## src/rtl/rsc_pkg.sv

```systemverilog
package rsc_pkg;
    // sizes of the block
    localparam int NPORT = 4;
    localparam int NTIM8 = 3;
    localparam int ADR_W = 8;

    // timing
    localparam int CLK_MHZ = 100;
    localparam int RESET_PROC_CYCLES = 8;
    localparam int OSC_STAB_STEP = 64;

    // register byte offsets
    localparam logic [7:0] OFS_PORT_LATCH = 8'h00;
    localparam logic [7:0] OFS_PORT_DIR = 8'h10;
    localparam logic [7:0] OFS_PORT_PULLUP = 8'h20;
    localparam logic [7:0] OFS_MEM_SIZE = 8'h30;
    localparam logic [7:0] OFS_XRAM_SIZE = 8'h34;
    localparam logic [7:0] OFS_CLK_MODE = 8'h38;
    localparam logic [7:0] OFS_OSTAB_STATUS = 8'h3C;
    localparam logic [7:0] OFS_OSTAB_TIME = 8'h40;
    localparam logic [7:0] OFS_HS_TRIM = 8'h44;
    localparam logic [7:0] OFS_T16_COUNT = 8'h48;
    localparam logic [7:0] OFS_T16_CCA = 8'h4C;
    localparam logic [7:0] OFS_T16_CCB = 8'h50;
    localparam logic [7:0] OFS_T16_MODE = 8'h54;
    localparam logic [7:0] OFS_T16_PRESC = 8'h58;
    localparam logic [7:0] OFS_T16_CCCTRL = 8'h5C;
    localparam logic [7:0] OFS_T16_OUTCTRL = 8'h60;
    localparam logic [7:0] OFS_T8_BASE = 8'h80;
    localparam logic [7:0] OFS_VEC_LO = 8'hC0;
    localparam logic [7:0] OFS_VEC_HI = 8'hC4;
    localparam logic [7:0] OFS_WDT_CTRL = 8'hC8;
    localparam logic [7:0] OFS_STATUS = 8'hCC;

    // reset values
    localparam logic [7:0] RST_PORT_LATCH = 8'h00;
    localparam logic [7:0] RST_PORT_DIR = 8'hFF;
    localparam logic [7:0] RST_PORT_PULLUP = 8'h00;
    localparam logic [7:0] RST_MEM_SIZE = 8'hCF;
    localparam logic [7:0] RST_XRAM_SIZE = 8'h0C;
    localparam logic [7:0] RST_CLK_MODE = 8'h00;
    localparam logic [7:0] RST_OSTAB_STATUS = 8'h00;
    localparam logic [7:0] RST_OSTAB_TIME = 8'h05;
    localparam logic [7:0] RST_HS_TRIM = 8'h10;
    localparam logic [15:0] RST_T16 = 16'h0000;
    localparam logic [7:0] RST_T8 = 8'h00;
    localparam logic [7:0] RST_BYTE0 = 8'h00;

    // field positions
    localparam int CLKM_MAIN_SEL = 0;
    localparam int CLKM_EXT_CLK = 5;
    localparam int CLKM_MAIN_EN = 6;
    localparam int CLKM_SUB_EN = 4;
    localparam int CLKM_LS_STOP = 7;
    localparam int T16_RUN_BIT = 2;
    localparam int T8_RUN_BIT = 7;
    localparam int WDT_EN_BIT = 0;
    localparam int WDT_KICK_BIT = 1;

    typedef enum logic [1:0] {RSC_SRC_HS, RSC_SRC_MAIN} rsc_clk_src_type;
endpackage

```

## src/rtl/rsc_reset_ctrl.sv

```systemverilog
// Implementation choices: the register offsets and the Wishbone slave port.
`timescale 1ns/100ps
module rsc_reset_ctrl
    import rsc_pkg::*;
#(
    parameter int WDT_CYCLES = 20000
) (
    // clock and reset
    input wire logic clk_i,
    input wire logic rst_i,
    // reset pin, active low, asynchronous
    input wire logic reset_pin_n_i,
    // wishbone slave
    input wire logic wb_cyc_i,
    input wire logic wb_stb_i,
    input wire logic wb_we_i,
    input wire logic [ADR_W-1:0] wb_adr_i,
    input wire logic [3:0] wb_sel_i,
    input wire logic [31:0] wb_dat_i,
    output logic [31:0] wb_dat_o,
    output logic wb_ack_o,
    // clock control
    output logic cpu_clk_en_o,
    output logic osc_main_en_o,
    output logic osc_sub_en_o,
    output logic osc_hs_en_o,
    output logic osc_ls_en_o,
    output logic ext_clk_accept_o,
    output logic osc_pins_port_mode_o,
    output logic cpu_clk_src_o,
    // processor start
    output logic [15:0] pc_o,
    output logic pc_load_o,
    output logic reset_active_o,
    // port, memory size and trim configuration
    output logic [NPORT*8-1:0] port_output_latch_o,
    output logic [NPORT*8-1:0] port_direction_o,
    output logic [NPORT*8-1:0] port_pullup_option_o,
    output logic [7:0] int_memory_size_sel_o,
    output logic [7:0] exp_ram_size_sel_o,
    output logic [7:0] hs_osc_trim_o
);
    ////////////////////////////////////////////////////////////////////////////
    // address decode helpers

    function automatic logic in_group(input logic [ADR_W-1:0] a, input logic [7:0] base, input int n);
        in_group = (a >= base) && (a < base + 8'(n * 4)) && (a[1:0] == 2'b00);
    endfunction

    function automatic int group_idx(input logic [ADR_W-1:0] a, input logic [7:0] base);
        group_idx = int'((a - base) >> 2);
    endfunction

    ////////////////////////////////////////////////////////////////////////////
    // reset sources and reset sequencing

    logic pin_sync;
    logic wdt_ovf;
    logic reset_req;
    logic hold;
    logic reset_active_q;
    logic [3:0] proc_cnt_q;
    logic wdt_cause_q;
    logic wdt_en_q;
    logic wdt_kick;
    logic wr;
    logic [ADR_W-1:0] adr;
    logic [7:0] wbyte;

    rsc_sync2 u_pin_sync (
        .clk_i(clk_i),
        .rst_i(rst_i),
        .d_i(reset_pin_n_i),
        .q_o(pin_sync)
    );

    // pulse width is the driver's job; any synced low level is taken
    assign reset_req = rst_i || !pin_sync || wdt_ovf;
    assign hold = reset_req || reset_active_q;

    always_ff @(posedge clk_i) begin
        if (reset_req) begin
            reset_active_q <= 1'b1;
            proc_cnt_q <= 4'h0;
        end else if (reset_active_q) begin
            if (proc_cnt_q == 4'(RESET_PROC_CYCLES - 1)) begin
                reset_active_q <= 1'b0;
            end
            proc_cnt_q <= proc_cnt_q + 4'h1;
        end
    end

    always_ff @(posedge clk_i) begin
        if (rst_i || !pin_sync) begin
            wdt_cause_q <= 1'b0;
        end else if (wdt_ovf) begin
            wdt_cause_q <= 1'b1;
        end
    end

    assign reset_active_o = reset_active_q;

    // watchdog sits in the reset domain it triggers, so its own overflow clears it
    rsc_wdt #(
        .WDT_CYCLES(WDT_CYCLES)
    ) u_wdt (
        .clk_i(clk_i),
        .rst_i(hold),
        .enable_i(wdt_en_q),
        .kick_i(wdt_kick),
        .overflow_o(wdt_ovf)
    );

    ////////////////////////////////////////////////////////////////////////////
    // bus write path

    assign adr = wb_adr_i;
    // write lands at the ack edge, the one edge the master samples
    assign wr = wb_cyc_i && wb_stb_i && wb_we_i && wb_ack_o && wb_sel_i[0] && !hold;
    assign wbyte = wb_dat_i[7:0];
    assign wdt_kick = wr && (adr == OFS_WDT_CTRL) && wbyte[WDT_KICK_BIT];

    always_ff @(posedge clk_i) begin
        if (hold) begin
            wdt_en_q <= 1'b0;
        end else if (wr && adr == OFS_WDT_CTRL) begin
            wdt_en_q <= wbyte[WDT_EN_BIT];
        end
    end

    ////////////////////////////////////////////////////////////////////////////
    // port registers

    logic [7:0] latch_q [NPORT];
    logic [7:0] dir_q [NPORT];
    logic [7:0] pullup_q [NPORT];

    for (genvar p = 0; p < NPORT; p++) begin : g_port
        always_ff @(posedge clk_i) begin
            if (hold) begin
                latch_q[p] <= RST_PORT_LATCH;
                dir_q[p] <= RST_PORT_DIR;
                pullup_q[p] <= RST_PORT_PULLUP;
            end else if (wr) begin
                if (adr == OFS_PORT_LATCH + 8'(p * 4)) begin
                    latch_q[p] <= wbyte;
                end
                if (adr == OFS_PORT_DIR + 8'(p * 4)) begin
                    dir_q[p] <= wbyte;
                end
                if (adr == OFS_PORT_PULLUP + 8'(p * 4)) begin
                    pullup_q[p] <= wbyte;
                end
            end
        end
        assign port_output_latch_o[p*8 +: 8] = latch_q[p];
        assign port_direction_o[p*8 +: 8] = dir_q[p];
        assign port_pullup_option_o[p*8 +: 8] = pullup_q[p];
    end

    ////////////////////////////////////////////////////////////////////////////
    // memory size, clock and oscillator registers

    logic [7:0] mem_size_q;
    logic [7:0] xram_size_q;
    logic [7:0] clk_mode_q;
    logic [7:0] ostab_status_q;
    logic [7:0] ostab_time_q;
    logic [7:0] trim_q;
    logic [6:0] ostab_div_q;

    // memory size is fixed at reset whatever is fitted; software sets the real one
    always_ff @(posedge clk_i) begin
        if (hold) begin
            mem_size_q <= RST_MEM_SIZE;
            xram_size_q <= RST_XRAM_SIZE;
        end else if (wr) begin
            if (adr == OFS_MEM_SIZE) begin
                mem_size_q <= wbyte;
            end
            if (adr == OFS_XRAM_SIZE) begin
                xram_size_q <= wbyte;
            end
        end
    end

    always_ff @(posedge clk_i) begin
        if (hold) begin
            clk_mode_q <= RST_CLK_MODE;
            ostab_time_q <= RST_OSTAB_TIME;
            trim_q <= RST_HS_TRIM;
        end else if (wr) begin
            if (adr == OFS_CLK_MODE) begin
                clk_mode_q <= wbyte;
            end
            if (adr == OFS_OSTAB_TIME) begin
                ostab_time_q <= wbyte;
            end
            if (adr == OFS_HS_TRIM) begin
                trim_q <= wbyte;
            end
        end
    end

    // status fills with ones from the top while the main oscillator settles
    always_ff @(posedge clk_i) begin
        if (hold || !clk_mode_q[CLKM_MAIN_EN]) begin
            ostab_status_q <= RST_OSTAB_STATUS;
            ostab_div_q <= 7'h00;
        end else if (ostab_div_q == 7'(OSC_STAB_STEP - 1)) begin
            ostab_div_q <= 7'h00;
            ostab_status_q <= {1'b1, ostab_status_q[7:1]};
        end else begin
            ostab_div_q <= ostab_div_q + 7'h01;
        end
    end

    assign int_memory_size_sel_o = mem_size_q;
    assign exp_ram_size_sel_o = xram_size_q;
    assign hs_osc_trim_o = trim_q;

    ////////////////////////////////////////////////////////////////////////////
    // 16-bit timer/event counter

    logic [15:0] t16_cnt_q;
    logic [15:0] t16_cca_q;
    logic [15:0] t16_ccb_q;
    logic [7:0] t16_mode_q;
    logic [7:0] t16_presc_q;
    logic [7:0] t16_ccctrl_q;
    logic [7:0] t16_outctrl_q;

    always_ff @(posedge clk_i) begin
        if (hold) begin
            t16_cnt_q <= RST_T16;
        end else if (t16_mode_q[T16_RUN_BIT] && t16_cnt_q == t16_cca_q) begin
            t16_cnt_q <= RST_T16;
        end else if (t16_mode_q[T16_RUN_BIT]) begin
            t16_cnt_q <= t16_cnt_q + 16'h0001;
        end
    end

    always_ff @(posedge clk_i) begin
        if (hold) begin
            t16_cca_q <= RST_T16;
            t16_ccb_q <= RST_T16;
            t16_mode_q <= RST_BYTE0;
            t16_presc_q <= RST_BYTE0;
            t16_ccctrl_q <= RST_BYTE0;
            t16_outctrl_q <= RST_BYTE0;
        end else if (wr) begin
            if (adr == OFS_T16_CCA) begin
                t16_cca_q <= wb_dat_i[15:0];
            end
            if (adr == OFS_T16_CCB) begin
                t16_ccb_q <= wb_dat_i[15:0];
            end
            if (adr == OFS_T16_MODE) begin
                t16_mode_q <= wbyte;
            end
            if (adr == OFS_T16_PRESC) begin
                t16_presc_q <= wbyte;
            end
            if (adr == OFS_T16_CCCTRL) begin
                t16_ccctrl_q <= wbyte;
            end
            if (adr == OFS_T16_OUTCTRL) begin
                t16_outctrl_q <= wbyte;
            end
        end
    end

    ////////////////////////////////////////////////////////////////////////////
    // 8-bit timer/event counters, four words each

    logic [7:0] t8_cnt_q [NTIM8];
    logic [7:0] t8_cmp_q [NTIM8];
    logic [7:0] t8_clk_q [NTIM8];
    logic [7:0] t8_mode_q [NTIM8];

    for (genvar t = 0; t < NTIM8; t++) begin : g_t8
        localparam logic [7:0] BASE = OFS_T8_BASE + 8'(t * 16);
        always_ff @(posedge clk_i) begin
            if (hold) begin
                t8_cnt_q[t] <= RST_T8;
            end else if (t8_mode_q[t][T8_RUN_BIT] && t8_cnt_q[t] == t8_cmp_q[t]) begin
                t8_cnt_q[t] <= RST_T8;
            end else if (t8_mode_q[t][T8_RUN_BIT]) begin
                t8_cnt_q[t] <= t8_cnt_q[t] + 8'h01;
            end
        end
        always_ff @(posedge clk_i) begin
            if (hold) begin
                t8_cmp_q[t] <= RST_T8;
                t8_clk_q[t] <= RST_T8;
                t8_mode_q[t] <= RST_T8;
            end else if (wr) begin
                if (adr == BASE + 8'h04) begin
                    t8_cmp_q[t] <= wbyte;
                end
                if (adr == BASE + 8'h08) begin
                    t8_clk_q[t] <= wbyte;
                end
                if (adr == BASE + 8'h0C) begin
                    t8_mode_q[t] <= wbyte;
                end
            end
        end
    end

    ////////////////////////////////////////////////////////////////////////////
    // reset vector and program counter load

    logic [7:0] vec_lo_q;
    logic [7:0] vec_hi_q;
    logic active_d1_q;

    // vector bytes model nonvolatile words: only a full system reset clears them
    always_ff @(posedge clk_i) begin
        if (rst_i) begin
            vec_lo_q <= RST_BYTE0;
            vec_hi_q <= RST_BYTE0;
        end else if (wr) begin
            if (adr == OFS_VEC_LO) begin
                vec_lo_q <= wbyte;
            end
            if (adr == OFS_VEC_HI) begin
                vec_hi_q <= wbyte;
            end
        end
    end

    always_ff @(posedge clk_i) begin
        if (rst_i) begin
            active_d1_q <= 1'b1;
            pc_o <= 16'h0000;
            pc_load_o <= 1'b0;
        end else begin
            active_d1_q <= reset_active_q;
            pc_load_o <= active_d1_q && !reset_active_q;
            if (active_d1_q && !reset_active_q) begin
                pc_o <= {vec_hi_q, vec_lo_q};
            end
        end
    end

    ////////////////////////////////////////////////////////////////////////////
    // clock gating and oscillator control

    always_ff @(posedge clk_i) begin
        if (hold) begin
            cpu_clk_en_o <= 1'b0;
            osc_main_en_o <= 1'b0;
            osc_sub_en_o <= 1'b0;
            osc_hs_en_o <= 1'b0;
            osc_ls_en_o <= 1'b0;
            ext_clk_accept_o <= 1'b0;
            osc_pins_port_mode_o <= 1'b1;
            cpu_clk_src_o <= 1'(RSC_SRC_HS);
        end else begin
            cpu_clk_en_o <= !active_d1_q;
            osc_hs_en_o <= 1'b1;
            osc_main_en_o <= clk_mode_q[CLKM_MAIN_EN] && !clk_mode_q[CLKM_EXT_CLK];
            osc_sub_en_o <= clk_mode_q[CLKM_SUB_EN];
            osc_ls_en_o <= !clk_mode_q[CLKM_LS_STOP];
            ext_clk_accept_o <= clk_mode_q[CLKM_MAIN_EN] && clk_mode_q[CLKM_EXT_CLK];
            osc_pins_port_mode_o <= !clk_mode_q[CLKM_MAIN_EN];
            // switching to main clock waits for the full stabilization count
            cpu_clk_src_o <= 1'((clk_mode_q[CLKM_MAIN_SEL] && ostab_status_q[0]) ? RSC_SRC_MAIN : RSC_SRC_HS);
        end
    end

    ////////////////////////////////////////////////////////////////////////////
    // bus read path and acknowledge

    logic [31:0] rdata;

    always_comb begin
        rdata = 32'h00000000;
        if (in_group(adr, OFS_PORT_LATCH, NPORT)) begin
            rdata[7:0] = latch_q[group_idx(adr, OFS_PORT_LATCH)];
        end else if (in_group(adr, OFS_PORT_DIR, NPORT)) begin
            rdata[7:0] = dir_q[group_idx(adr, OFS_PORT_DIR)];
        end else if (in_group(adr, OFS_PORT_PULLUP, NPORT)) begin
            rdata[7:0] = pullup_q[group_idx(adr, OFS_PORT_PULLUP)];
        end else if (in_group(adr, OFS_T8_BASE, NTIM8 * 4)) begin
            unique case (adr[3:2])
                2'h0: rdata[7:0] = t8_cnt_q[group_idx(adr, OFS_T8_BASE) / 4];
                2'h1: rdata[7:0] = t8_cmp_q[group_idx(adr, OFS_T8_BASE) / 4];
                2'h2: rdata[7:0] = t8_clk_q[group_idx(adr, OFS_T8_BASE) / 4];
                2'h3: rdata[7:0] = t8_mode_q[group_idx(adr, OFS_T8_BASE) / 4];
            endcase
        end else begin
            unique case (adr)
                OFS_MEM_SIZE: rdata[7:0] = mem_size_q;
                OFS_XRAM_SIZE: rdata[7:0] = xram_size_q;
                OFS_CLK_MODE: rdata[7:0] = clk_mode_q;
                OFS_OSTAB_STATUS: rdata[7:0] = ostab_status_q;
                OFS_OSTAB_TIME: rdata[7:0] = ostab_time_q;
                OFS_HS_TRIM: rdata[7:0] = trim_q;
                OFS_T16_COUNT: rdata[15:0] = t16_cnt_q;
                OFS_T16_CCA: rdata[15:0] = t16_cca_q;
                OFS_T16_CCB: rdata[15:0] = t16_ccb_q;
                OFS_T16_MODE: rdata[7:0] = t16_mode_q;
                OFS_T16_PRESC: rdata[7:0] = t16_presc_q;
                OFS_T16_CCCTRL: rdata[7:0] = t16_ccctrl_q;
                OFS_T16_OUTCTRL: rdata[7:0] = t16_outctrl_q;
                OFS_VEC_LO: rdata[7:0] = vec_lo_q;
                OFS_VEC_HI: rdata[7:0] = vec_hi_q;
                OFS_WDT_CTRL: rdata[WDT_EN_BIT] = wdt_en_q;
                OFS_STATUS: rdata[2:0] = {cpu_clk_src_o, wdt_cause_q, reset_active_q};
                default: rdata = 32'h00000000;
            endcase
        end
    end

    // one wait state; unmapped addresses read zero and still acknowledge
    always_ff @(posedge clk_i) begin
        if (rst_i) begin
            wb_ack_o <= 1'b0;
            wb_dat_o <= 32'h00000000;
        end else begin
            wb_ack_o <= wb_cyc_i && wb_stb_i && !wb_ack_o;
            wb_dat_o <= rdata;
        end
    end
endmodule

```

## src/rtl/rsc_sync2.sv

```systemverilog
`timescale 1ns/100ps
module rsc_sync2 (
    // clock and reset
    input wire logic clk_i,
    input wire logic rst_i,
    // level crossing
    input wire logic d_i,
    output logic q_o
);
    logic meta_q;

    // both stages set to the idle-high pin level, so reset does not look like a pin pulse
    always_ff @(posedge clk_i) begin
        if (rst_i) begin
            meta_q <= 1'b1;
            q_o <= 1'b1;
        end else begin
            meta_q <= d_i;
            q_o <= meta_q;
        end
    end
endmodule

```

## src/rtl/rsc_wdt.sv

```systemverilog
`timescale 1ns/100ps
module rsc_wdt #(
    parameter int WDT_CYCLES = 20000
) (
    // clock and reset
    input wire logic clk_i,
    input wire logic rst_i,
    // control
    input wire logic enable_i,
    input wire logic kick_i,
    // overflow event
    output logic overflow_o
);
    logic [31:0] count_q;

    always_ff @(posedge clk_i) begin
        if (rst_i || kick_i || !enable_i) begin
            count_q <= 32'h00000000;
        end else if (count_q != 32'(WDT_CYCLES - 1)) begin
            count_q <= count_q + 32'h00000001;
        end
    end

    always_ff @(posedge clk_i) begin
        if (rst_i) begin
            overflow_o <= 1'b0;
        end else begin
            overflow_o <= enable_i && !kick_i && (count_q == 32'(WDT_CYCLES - 2));
        end
    end
endmodule

```

## config.mk

```make
export PLATFORM = sky130hd
export DESIGN_NAME = rsc_reset_ctrl
export DESIGN_NICKNAME = d
export VERILOG_FILES = /design/src/rtl/rsc_pkg.sv /design/src/rtl/rsc_reset_ctrl.sv /design/src/rtl/rsc_sync2.sv /design/src/rtl/rsc_wdt.sv
export SDC_FILE = /design/constraint.sdc
export NUM_CORES = 1
export LEC_CHECK = 0
export BUFFER_PORTS_ARGS = -buffer_cell sky130_fd_sc_hd__buf_2
export CAP_MARGIN = 15
export CELL_PAD_IN_SITES_DETAIL_PLACEMENT = 1
export CELL_PAD_IN_SITES_GLOBAL_PLACEMENT = 2
export CORE_MARGIN = 10
export CORE_UTILIZATION = 41
export CTS_BUF_LIST = sky130_fd_sc_hd__clkbuf_16
export CTS_CLUSTER_DIAMETER = 150
export CTS_CLUSTER_SIZE = 25
export DETAILED_ROUTE_END_ITERATION = 10
export GPL_TIMING_DRIVEN = 0
export PLACE_DENSITY_LB_ADDON = 0.1
export SYNTH_ARGS = -nofsm -noshare
export SYNTH_HDL_FRONTEND = slang
export SYNTH_SLANG_ARGS = --single-unit
```

## constraint.sdc

```tcl
create_clock -name clk_i -period 7.3 [get_ports clk_i]
set_clock_uncertainty 0.15 [all_clocks]
set_input_delay 0 -clock clk_i [delete_from_list [all_inputs] [get_ports clk_i]]
set_output_delay 0 -clock clk_i [all_outputs]
set_load 0.005 [all_outputs]
```

==> metrics <==
Fillers=between 5000 and 6000; grt ovf=0; critical path class=flop to flop; WP data required=7.32 ns; synthesized area per cell=roughly 10 um^2; ys flop type=dfxtp_1; gpl congestion=roughly 0.97; fin. max-slew vios=0; VDD IR max=about 230 uV; R2R depth=7; worst hold margin=0.0297 ns; RR Endpoint=t8_clk_q[1][4]; Sw Ratio=approximately a quarter; Synth cell types=91; final std cells w/o fill=between 2000 and 3000; Reg2Reg Setup Slack=~3.8 ns; Syn Inst Count=between 1500 and 2000; worst r2r src=reset_active_o; crit end category=flop; Period Utilization, post-route=between 40% and 50%; outcome=completed; Root Driver=clkbuf_16; Chip Width=243 um; Tmin final=~3.5 ns; final setup vio count=0; Hold Crit Class=input pin to flop; die span in y=between 200 and 250 um; CP arrival=roughly 3.5 ns; total power draw=4.05 mW; clock power share=about a third; worst-path maximum fanout=10; Final nets=~2300; dpl cells=between 2000 and 3000; Hold Path Sink=t16_cca_q[15]; clock sinks=between 400 and 500; die area=~60000 um^2; NetSw=0.967 mW; clk_lat worst skew=about 0.56 ns; hold depth=4; Syn Std Cell Area=roughly 20000 um^2; final instance area=23100 um^2; Area Overhead vs Synth=13.4%; Initial Utilization=about 41%; Fin. Hold Viols=0; Pwr Density=175 nW/um^2; Yosys Warn Count=0; drt wl/cell=26.9 um; Port-buffer cells=187; CP max stage delay=0.58 ns; 1st-iter DRT viols=approximately 1600; post-route setup slack=roughly 3.8 ns; Max Cap Viol=0; TritonRoute pass-1 iters=5; Seq cells post-synth=approximately 430; hold buffers post-CTS=23; post-place setup slack=around 3.8 ns; Crit path top cell by count=clkbuf_1; final WL=just under 80000 um; post-cts gate resize count=0; row count=81; Top Ports=between 200 and 250; Slew headroom=20.8%; sequential fraction of the synthesis area=51.5%; Least-Margin Pin Slew=approximately 1.2 ns; Hold Path Origin=wb_dat_i[15]; Max stage delay cell, worst path=clkbuf_1; largest net degree at the start of global routing=27; clock buffer count from CTS=21; CORE AREA=around 49000 um^2; dpl hpwl=59600 um; Sequential Power Share=61.5%; Post-CTS Repair Setup Buffers=0; vias per inst=about 5.8; RSZ-0062 raised after global routing=false; Async SR Flop Fraction=0%; first-pass GRT wire length=approximately 120000 um; number of global-route vias before repair=about 18000; Tot GR Track Use=25.9%; CTS tree=built; cells along the critical path=clkbuf_1 > or2_1 > buf_6 > inv_6 > clkbuf_1 > clkbuf_1 > o21ai_0; Antenna Nets Post-Route=0; fmax=around 290 MHz; DRC violations left=0; Core Util, Final=~47%; initial antenna violation count=6; power share of the combinational group=roughly 5.2%; H-tree depth=1; clock buffer depth=3; Worst Setup Start Kind=flop; via count=17000; Leak=around 8.5 nW; post-placement cell area=around 22000 um^2; EDFF count, synth=roughly 190; Internal Dissipation=3.08 mW; CTS clock-pin slew for the worst setup and hold paths=about 0.10 ns; Fin Setup TNS=0 ns; ratio of cells with drive above 1 in the final layout=between 10% and 20%
[registers in the layout, summed over array words and instances, names as in the netlist, 16 cells and up]
name,cells
t8_cnt_q,24
u_wdt.count_q,32
dir_q,32
t16_ccb_q,16
t8_mode_q,24
t16_cnt_q,16
pullup_q,32
latch_q,32
pc_o,16
t16_cca_q,16
t8_cmp_q,24
wb_dat_o,16
t8_clk_q,24
[routing by layer]
layer,wire (um),global-route usage [%],vias to the layer above,share of wire (%)
met4,2430,7.59,4,3.1
met5,34,0,-,0.043
met1,34000,34.4,8601,43
met2,35800,40.8,683,45
met3,6810,6.67,118,8.6
li1,-,-,7611,-
[cells in the final DEF (no fill, tap or decap), types with 44 or more instances in the layout]
cell / synthesis / routed
buf_2: 57 / 253
o21ai_0: 135 / 132
nor2_1: 131 / 131
xnor2_1: 44 / 44
a21oi_1: 83 / 83
clkbuf_1: 66 / 66
dfxtp_1: 236 / 236
edfxtp_1: 192 / 192
and2_1: 132 / 132
nand2_1: 300 / 300
[cells by family (layout without fill, tap and decap cells)]
logic type | after synthesis | after routing | share of synthesized area [%]
other | 1 | 19 | 0.0184
muxes | 104 | 104 | 7.61
adders and majority gates | 8 | 8 | 0.492
and+or+nand+nor | 844 | 844 | 21.8
AOI/OAI and AO/OA | 356 | 356 | 10.6
DFF | 428 | 428 | 51.5
xor gates and xnor gates | 85 | 85 | 3.66
buffers and inverters | 173 | 427 | 4.24
[power groups by stage]
stage	registers [mW]	logic (mW)	clock network (mW)
after floorplan	2.54	0.103	0
after global placement	2.54	0.194	0
after detailed placement	2.54	0.196	0
after CTS	2.49	0.206	1.38
after global routing	2.49	0.220	1.45
final	2.49	0.211	1.35
[Yosys cell counts (21+ instances only)]
cell      count  area share [%]
nand2_1     300             5.5
and2_1      132             4.1
and3_1       21            0.65
edfxtp_1    192              28
a22oi_1      38             1.4
dfxtp_1     236              23
o21ai_0     135             3.3
nand3_1      43             1.1
mux2i_1      31             1.5
nand4_1      24            0.74
mux4_2       37             4.1
clkbuf_1     66             1.2
mux2_2       36             2.0
a21oi_1      83             2.0
buf_2        57             1.4
or3_1        35             1.1
nor2_1      131             2.4
xnor2_1      44             1.9
xor2_1       41             1.8
[cell type report]
type	instances	area [um^2]	share of cell area, %
plain buffers	157	796	3.45
clock inverters	11	67.6	0.293
flip-flops and latches	428	10500	45.5
well taps	664	831	3.60
clock buffers	21	526	2.28
multi-input cells	1413	9050	39.2
inverters	16	66.3	0.287
diodes	3	7.51	0.0325
repair buffers	222	1230	5.35
[how the worst max path moves through the flow]
stage | startpoint | to | slack (ns) | depth (start not counted)
after detailed placement | reset_active_o | t8_mode_q[0][4] | 3.76 | 7
after global placement | reset_active_o | pullup_q[0][6] | 3.66 | 7
after CTS | reset_active_o | t8_mode_q[0][4] | 3.75 | 7
after global routing | reset_active_o | t8_clk_q[1][3] | 3.64 | 7
final | reset_active_o | t8_clk_q[1][4] | 3.81 | 7
after floorplan | reset_active_o | dir_q[1][0] | 4.71 | 8
[critical path, delay by kind of cell, from the launching register on]
| kind | cells | cell delay, ns |
|---|---|---|
| buffers and inverters | 5 | 1.69 |
| flip-flops | 1 | 0.32 |
| AND/OR/NAND/NOR | 1 | 0.34 |
| AO/OA/AOI/OAI | 1 | 0.58 |
Note: power is estimated with default switching activity, not from simulation.
